--- config.mk ---
export PLATFORM = sky130hd
export DESIGN_NAME = sac_top
export DESIGN_NICKNAME = d
export VERILOG_FILES = /design/src/shared/sac_pkg.sv /design/src/hw/sac_sync.sv /design/src/hw/sac_clkdiv.sv /design/src/hw/sac_top.sv
export SDC_FILE = /design/constraint.sdc
export NUM_CORES = 1
export LEC_CHECK = 0
export BUFFER_PORTS_ARGS = -buffer_cell sky130_fd_sc_hd__buf_2
export CORE_UTILIZATION = 55
export CTS_BUF_LIST = sky130_fd_sc_hd__clkbuf_8
export DETAILED_ROUTE_END_ITERATION = 8
export PLACE_DENSITY = 0.79
export SLEW_MARGIN = 20
export SYNTH_ARGS = -nofsm -noshare
export SYNTH_HDL_FRONTEND = slang
export SYNTH_SLANG_ARGS = --single-unit
--- constraint.sdc ---
create_clock -name core_clk_in -period 4.5 [get_ports core_clk_in]
set_clock_uncertainty 0.1 [all_clocks]
set_input_delay 0.675 -clock core_clk_in [delete_from_list [all_inputs] [get_ports core_clk_in]]
set_output_delay 0.675 -clock core_clk_in [all_outputs]
set_load 0.03 [all_outputs]
--- src/shared/sac_pkg.sv ---
// Constants, state codes and timing figures for the SAR conversion control block.
// Assumes a single 100 MHz core clock; the converter clock is an enable derived from it.
package sac_pkg;

	localparam int SAC_WIDTH = 8;

	// Approximation register values.
	localparam logic [7:0] SAC_SAR_RESET = 8'h00;
	localparam logic [7:0] SAC_SAR_START = 8'h80;

	// Bit positions under test.
	localparam logic [2:0] SAC_IDX_MSB = 3'h7;
	localparam logic [2:0] SAC_IDX_LSB = 3'h0;
	localparam logic [2:0] SAC_IDX_STEP = 3'h1;

	// Synchroniser lanes and their idle levels.
	localparam int SAC_SYNC_W = 3;
	localparam int SAC_IN_CONV = 0;
	localparam int SAC_IN_RD = 1;
	localparam int SAC_IN_CMP = 2;
	localparam logic [2:0] SAC_SYNC_RST = 3'h3;

	// Core clock and the least settle time of the MSB trial before its decision.
	localparam int SAC_CORE_PERIOD_NS = 10;
	localparam int SAC_SETTLE_MIN_NS = 550;
	localparam int SAC_SETTLE_MIN_CYC =
		(SAC_SETTLE_MIN_NS + SAC_CORE_PERIOD_NS - 1) / SAC_CORE_PERIOD_NS;

	// Converter clock half period equals the settle time, so rise-then-fall always covers it.
	localparam int SAC_CONV_HALF_CYC = SAC_SETTLE_MIN_CYC;
	localparam int SAC_DIV_W = 6;
	localparam logic [5:0] SAC_DIV_ZERO = 6'h00;
	localparam logic [5:0] SAC_DIV_ONE = 6'h01;
	localparam logic [5:0] SAC_DIV_LAST = 6'(SAC_CONV_HALF_CYC - 1);

	typedef enum logic [1:0] {
		SAC_ST_IDLE = 2'b00,
		SAC_ST_CLEAR = 2'b01,
		SAC_ST_ARM = 2'b10,
		SAC_ST_RUN = 2'b11
	} sac_state_t;

endpackage

--- src/hw/sac_sync.sv ---
// Three-stage synchroniser with agreement filter for asynchronous pins.
// Assumes inputs may change at any time relative to core_clk_in.
`timescale 1ns/1ps
module sac_sync
	import sac_pkg::*;
(
	input wire logic core_clk_in,
	input wire logic rst_in,
	input wire logic [SAC_SYNC_W-1:0] pin_in,
	output logic [SAC_SYNC_W-1:0] level_out
);

	logic [SAC_SYNC_W-1:0] meta_r;
	logic [SAC_SYNC_W-1:0] s2_r;
	logic [SAC_SYNC_W-1:0] s3_r;
	logic [SAC_SYNC_W-1:0] level_r;
	logic [SAC_SYNC_W-1:0] level_nxt;

	// A lane only moves once the second and third stages agree, filtering a late-settling edge.
	always_comb begin
		for (int i = 0; i < SAC_SYNC_W; i++) begin
			level_nxt[i] = (s2_r[i] == s3_r[i]) ? s3_r[i] : level_r[i];
		end
	end

	always_ff @(posedge core_clk_in or posedge rst_in) begin
		if (rst_in) begin
			meta_r <= SAC_SYNC_RST;
			s2_r <= SAC_SYNC_RST;
			s3_r <= SAC_SYNC_RST;
			level_r <= SAC_SYNC_RST;
		end else begin
			meta_r <= pin_in;
			s2_r <= meta_r;
			s3_r <= s2_r;
			level_r <= level_nxt;
		end
	end

	assign level_out = level_r;

endmodule

--- src/hw/sac_clkdiv.sv ---
// Converter clock divider producing one-cycle rise and fall enables.
// Assumes the core clock is the only clock; the converter clock exists as enables and as the conv_clk_out level.
`timescale 1ns/1ps
module sac_clkdiv
	import sac_pkg::*;
(
	input wire logic core_clk_in,
	input wire logic rst_in,
	output logic rise_en_out,
	output logic fall_en_out,
	output logic conv_clk_out
);

	logic [SAC_DIV_W-1:0] cnt_r;
	logic [SAC_DIV_W-1:0] cnt_nxt;
	logic level_r;
	logic level_nxt;
	logic rise_r;
	logic rise_nxt;
	logic fall_r;
	logic fall_nxt;

	always_comb begin
		cnt_nxt = cnt_r + SAC_DIV_ONE;
		level_nxt = level_r;
		rise_nxt = 1'b0;
		fall_nxt = 1'b0;
		if (cnt_r == SAC_DIV_LAST) begin
			cnt_nxt = SAC_DIV_ZERO;
			level_nxt = ~level_r;
			rise_nxt = ~level_r;
			fall_nxt = level_r;
		end
	end

	always_ff @(posedge core_clk_in or posedge rst_in) begin
		if (rst_in) begin
			cnt_r <= SAC_DIV_ZERO;
			level_r <= 1'b0;
			rise_r <= 1'b0;
			fall_r <= 1'b0;
		end else begin
			cnt_r <= cnt_nxt;
			level_r <= level_nxt;
			rise_r <= rise_nxt;
			fall_r <= fall_nxt;
		end
	end

	assign rise_en_out = rise_r;
	assign fall_en_out = fall_r;
	assign conv_clk_out = level_r;

endmodule

--- src/hw/sac_top.sv ---
// Digital control of an 8-bit successive-approximation converter.
// Assumes an external comparator reports whether the input lies above dac_code_out, and an
// external party drives the active-low convert and read pins asynchronously.
`timescale 1ns/1ps
module sac_top
	import sac_pkg::*;
(
	input wire logic core_clk_in,
	input wire logic rst_in,
	input wire logic convert_n_in,
	input wire logic rd_n_in,
	input wire logic cmp_above_in,
	output logic busy_n_out,
	output logic [SAC_WIDTH-1:0] data_out,
	output logic [SAC_WIDTH-1:0] data_oe_n_out,
	output logic [SAC_WIDTH-1:0] dac_code_out,
	output logic conv_clk_out
);

	logic [SAC_SYNC_W-1:0] pins;
	logic [SAC_SYNC_W-1:0] pins_sync;
	logic convert_n;
	logic rd_n;
	logic cmp_above;
	logic rise_en;
	logic fall_en;
	logic conv_clk;

	sac_state_t state_r;
	sac_state_t state_nxt;
	logic [SAC_WIDTH-1:0] sar_r;
	logic [SAC_WIDTH-1:0] sar_nxt;
	logic [2:0] idx_r;
	logic [2:0] idx_nxt;
	logic busy_n_r;
	logic busy_n_nxt;
	logic [SAC_WIDTH-1:0] oe_n_r;
	logic [SAC_WIDTH-1:0] oe_n_nxt;
	logic conv_clk_r;
	logic decide;
	logic [SAC_WIDTH-1:0] test_mask;
	logic [SAC_WIDTH-1:0] trial_mask;

	// One-hot decode of a bit position, used for the bit under test and for the next trial.
	function automatic logic [SAC_WIDTH-1:0] sac_onehot(input logic [2:0] pos);
		logic [SAC_WIDTH-1:0] m;
		m = SAC_SAR_RESET;
		m[pos] = 1'b1;
		return m;
	endfunction

	// The request, the read enable and the comparator all come from outside the core domain.
	assign pins[SAC_IN_CONV] = convert_n_in;
	assign pins[SAC_IN_RD] = rd_n_in;
	assign pins[SAC_IN_CMP] = cmp_above_in;

	sac_sync u_sync (
		.core_clk_in(core_clk_in),
		.rst_in(rst_in),
		.pin_in(pins),
		.level_out(pins_sync)
	);

	assign convert_n = pins_sync[SAC_IN_CONV];
	assign rd_n = pins_sync[SAC_IN_RD];
	assign cmp_above = pins_sync[SAC_IN_CMP];

	sac_clkdiv u_div (
		.core_clk_in(core_clk_in),
		.rst_in(rst_in),
		.rise_en_out(rise_en),
		.fall_en_out(fall_en),
		.conv_clk_out(conv_clk)
	);

	// A decision is only made on a converter falling edge while running.
	assign decide = (state_r == SAC_ST_RUN) && fall_en;
	assign test_mask = sac_onehot(idx_r);
	// At the LSB there is no lower bit; the decode wraps but is masked off below.
	assign trial_mask = sac_onehot(idx_r - SAC_IDX_STEP);

	// Sequencer. A low request overrides every state, so a pulse is never locked out.
	always_comb begin
		state_nxt = state_r;
		idx_nxt = idx_r;
		busy_n_nxt = busy_n_r;
		if (!convert_n) begin
			state_nxt = SAC_ST_CLEAR;
			idx_nxt = SAC_IDX_MSB;
			busy_n_nxt = 1'b0;
		end else begin
			unique case (state_r)
				SAC_ST_IDLE: begin
					state_nxt = SAC_ST_IDLE;
				end
				SAC_ST_CLEAR: begin
					// Release seen; the MSB trial has been presented since the request fell.
					state_nxt = SAC_ST_ARM;
				end
				SAC_ST_ARM: begin
					// Waiting for a rising edge guarantees a full half period of MSB settling.
					if (rise_en) begin
						state_nxt = SAC_ST_RUN;
					end
				end
				SAC_ST_RUN: begin
					if (fall_en) begin
						if (idx_r == SAC_IDX_LSB) begin
							state_nxt = SAC_ST_IDLE;
							busy_n_nxt = 1'b1;
						end else begin
							idx_nxt = idx_r - SAC_IDX_STEP;
						end
					end
				end
			endcase
		end
	end

	// Approximation register, one decision lane per bit.
	for (genvar b = 0; b < SAC_WIDTH; b++) begin : g_bit
		always_comb begin
			sar_nxt[b] = sar_r[b];
			if (!convert_n) begin
				sar_nxt[b] = SAC_SAR_START[b];
			end else if (decide) begin
				if (test_mask[b]) begin
					sar_nxt[b] = cmp_above;
				end else if (trial_mask[b] && (idx_r != SAC_IDX_LSB)) begin
					sar_nxt[b] = 1'b1;
				end
			end
		end
	end

	// Output enables follow the read pin only; nothing here feeds back into the register.
	always_comb begin
		oe_n_nxt = {SAC_WIDTH{rd_n}};
	end

	always_ff @(posedge core_clk_in or posedge rst_in) begin
		if (rst_in) begin
			state_r <= SAC_ST_IDLE;
			sar_r <= SAC_SAR_RESET;
			idx_r <= SAC_IDX_MSB;
			busy_n_r <= 1'b1;
			oe_n_r <= {SAC_WIDTH{1'b1}};
			conv_clk_r <= 1'b0;
		end else begin
			state_r <= state_nxt;
			sar_r <= sar_nxt;
			idx_r <= idx_nxt;
			busy_n_r <= busy_n_nxt;
			oe_n_r <= oe_n_nxt;
			conv_clk_r <= conv_clk;
		end
	end

	// Data and busy update on the same edge, so enabled outputs show the result as busy rises.
	assign data_out = sar_r;
	assign dac_code_out = sar_r;
	assign busy_n_out = busy_n_r;
	assign data_oe_n_out = oe_n_r;
	assign conv_clk_out = conv_clk_r;

endmodule

==> impl_metrics.yaml <==
power_and_ir_drop:
  peakVddDrop_mv: 0.209
  power.net_switching_uw: 178
  pwr-share-comb: 0.089
  switching_share: 0.248
  powerDensity_nw_per_um2: 370
  p_leak_uw: 0.000903
  power.total_uw: 717
  power_frac_seq: 0.509
  p_clk_frac: 0.402
  p_int_uw: 539
die:
  coreArea_um2: 3030
  io_pins: 31
  dieArea_um2: 3400
  die_h_um: 58.3
  rows: 20
  die_x_um: 58.3
  start_util: 0.575
global_route:
  track_usage: 0.185
  grt_pass1_wl_um: 4620
  met1_usage: 0.198
  grt_max_degree: 38
  overflow: 0
  use_met3: 0.0536
  top_usage_layer: "met2"
  grt.met2_usage: 0.328
  antenna_found_initial: 0
  grt_pass1_vias: 1134
detailed_routing:
  firstDrtPassIters: 4
  vias: 1208
  ant_nets: 0
  wire_per_inst_um: 12.9
  drc: 0
  drtIter0Drc: 38
  drt_wl_total_um: 2910
  viasPerCell: 5.35
sta:
  hold_violations: 0
  rsz0062_at_grt: "no"
  tns_ps: 0
  tightest_slew_ps: 503
  min_period_ps: 2240
  fmaxAchievable_mhz: 447
  finalCritPeriodShare: 0.497
  maxSlewHeadroom: 0.663
  fin_ws_ps: 2260
  final_max_slew_viol_count: 0
  setup-violations-final: 0
placement:
  place_congestion: 0.856
  placed_area_um2: 1820
  dp_slack_ps: 2310
  dp.cells: 218
  dp_hpwl_um: 2010
  portBuffers: 30
final_layout:
  finalNonFillerCells: 226
  stdcell_area_um2: 1940
  drive_gt1_frac: 0.308
  diodes: 0
  area_delta_synth_final_pct: 11.1
  nNetsFinal: 193
clock_network:
  clock_latency_ps: 290
  cts_max_path_buffers: 2
  cts-buffers-inserted: 5
  path_clk_slew_ps: 80
  htreeDepth: 2
  postCtsSetupBuffers: 0
  clock_sinks: 37
  cts-resized-gates: 0
  hold_buffers: 0
  cts_root_buf: "clkbuf_8"
  cts_tree: "yes"
logic_synthesis:
  ys_types: 37
  yosysMostFrequentCell: "dfrtp_1"
  synth.avg_cell_area_um2: 10.8
  synth.area.top_cells: "dfrtp_1 (34%), dfstp_2 (20%), buf_4 (6.5%), ha_1 (5.0%), a211oi_1 (4.3%)"
  synth_cells: 162
  yosys_register_bits: 37
  ys_seq_area_frac: 0.541
  synth_ff_type: "dfrtp_1"
  yosysWarnings: 0
  synth_edf_count: 0
  syn_area_um2: 1740
  synth_top_area_frac: 0.345
  synth_top_cell_by_area: "dfrtp_1"
  asyncSetResetFlopFracSynth: 1.00
  syn_nets: 174
  yosys-top-cells-count: "dfrtp_1 (24), nor2_1 (17), buf_4 (15)"
critical_path:
  worstPathRequired_ps: 4590
  crit_fanout: 13
  end_kind: "flip-flop"
  crit_type: "reg2reg"
  cp-start-kind: "flip-flop"
  arrival_ps: 2330
status:
  status: "completed"
run:
  max-cap-violations: 0
min_path:
  min_path_type: "reg2reg"
-- metrics by stage --
| step | hold WS (ps) | util |
|---|---|---|
| floorplan | 231 | - |
| global placement | 235 | 0.602 |
| detailed placement | 246 | 0.602 |
| CTS | 259 | 0.639 |
| global route | 263 | 0.639 |
| finish | 258 | 0.639 |
-- cell usage in the layout (no fill, tap or decap), drive strengths merged --
cell	netlist	final
buf	18	31
maj3	3	3
o31ai	1	1
a211o	1	1
and2	2	2
clkbuf	1	5
ha	7	7
o211ai	2	2
bufinv	0	1
a221oi	1	1
or3b	1	1
o221ai	2	2
dfstp	13	13
or3	2	2
nor2	17	17
o21a	1	1
o21ai	5	5
inv	8	9
xnor2	3	3
nor3	9	9
nand2	10	10
dfrtp	24	24
clkinv	0	1
nand2b	3	3
a211oi	10	10
a21oi	5	5
nor2b	1	1
xor2	3	3
nand4	1	1
nor4	1	1
nand3	3	3
a311oi	1	1
a31oi	1	1
nand3b	2	2
-- worst max-delay path, stage by stage (launching register included) --
cell	delay (ps)
dfstp_2	660
inv_2	150
ha_1	270
or3b_1	450
nand3_1	120
a31oi_1	100
a311oi_1	280
-- registers in the layout, indices dropped and copies added, names as in the netlist --
signal              count
u_div.cnt_r             6
u_div.fall_en_out       1
state_r                 2
idx_r                   3
data_oe_n_out           1
u_sync.s2_r             3
u_div.rise_en_out       1
conv_clk_out            1
u_div.conv_clk_out      1
u_sync.meta_r           3
u_sync.level_out        3
dac_code_out            8
u_sync.s3_r             3
busy_n_out              1
-- kinds of logic after synthesis --
logic type / synth area share
simple gates: 0.145
flops: 0.541
compound gates: 0.124
buf+inv: 0.0927
fa+ha+maj: 0.0675
xor+xnor: 0.0302
-- layer usage --
| layer | routed length, um | up-vias |
|---|---|---|
| li1 | - | 582 |
| met1 | 1220 | 582 |
| met2 | 1500 | 37 |
| met3 | 132 | 7 |
| met4 | 59 | 0 |
| met5 | 0 | - |
-- area by class of cell --
class	instances	area [um2]
Sequential cell	37	942
Multi-Input combinational cell	98	638
Clock inverter	3	43.8
Fill cell	237	1090
Clock buffer	5	68.8
Inverter	8	30.0
Tap cell	44	55.1
Timing Repair Buffer	31	158
-- power groups by stage --
stage | sequential [uW] | combinational [uW] | clock, uW
CTS | 365 | 65.1 | 297
global route | 367 | 71.0 | 309
global placement | 369 | 59.4 | 0
detailed placement | 371 | 65.2 | 0
finish | 365 | 63.8 | 288
floorplan | 368 | 55.0 | 0
-- final timing paths --
path / depth (start not counted) / endpoint / startpoint / slack, ps
worst max-delay path: 6 / dac_code_out[5]$_DFFE_PP0P_ / idx_r[0]$_DFFE_PP1P_ / 2260
worst min-delay path: 0 / u_sync.s2_r[2]$_DFF_PP0_ / u_sync.meta_r[2]$_DFF_PP0_ / 260
worst max register to register: 6 / dac_code_out[5]$_DFFE_PP0P_ / idx_r[0]$_DFFE_PP1P_ / 2260
worst min register to register: 0 / u_sync.s2_r[2]$_DFF_PP0_ / u_sync.meta_r[2]$_DFF_PP0_ / 260
max in group asynchronous: 3 / idx_r[2]$_DFFE_PP1P_ / rst_in / 3600
min in group asynchronous: 3 / u_div.cnt_r[1]$_DFF_PP0_ / rst_in / 360
No activity file was read; power rests on OpenSTA's default activity.
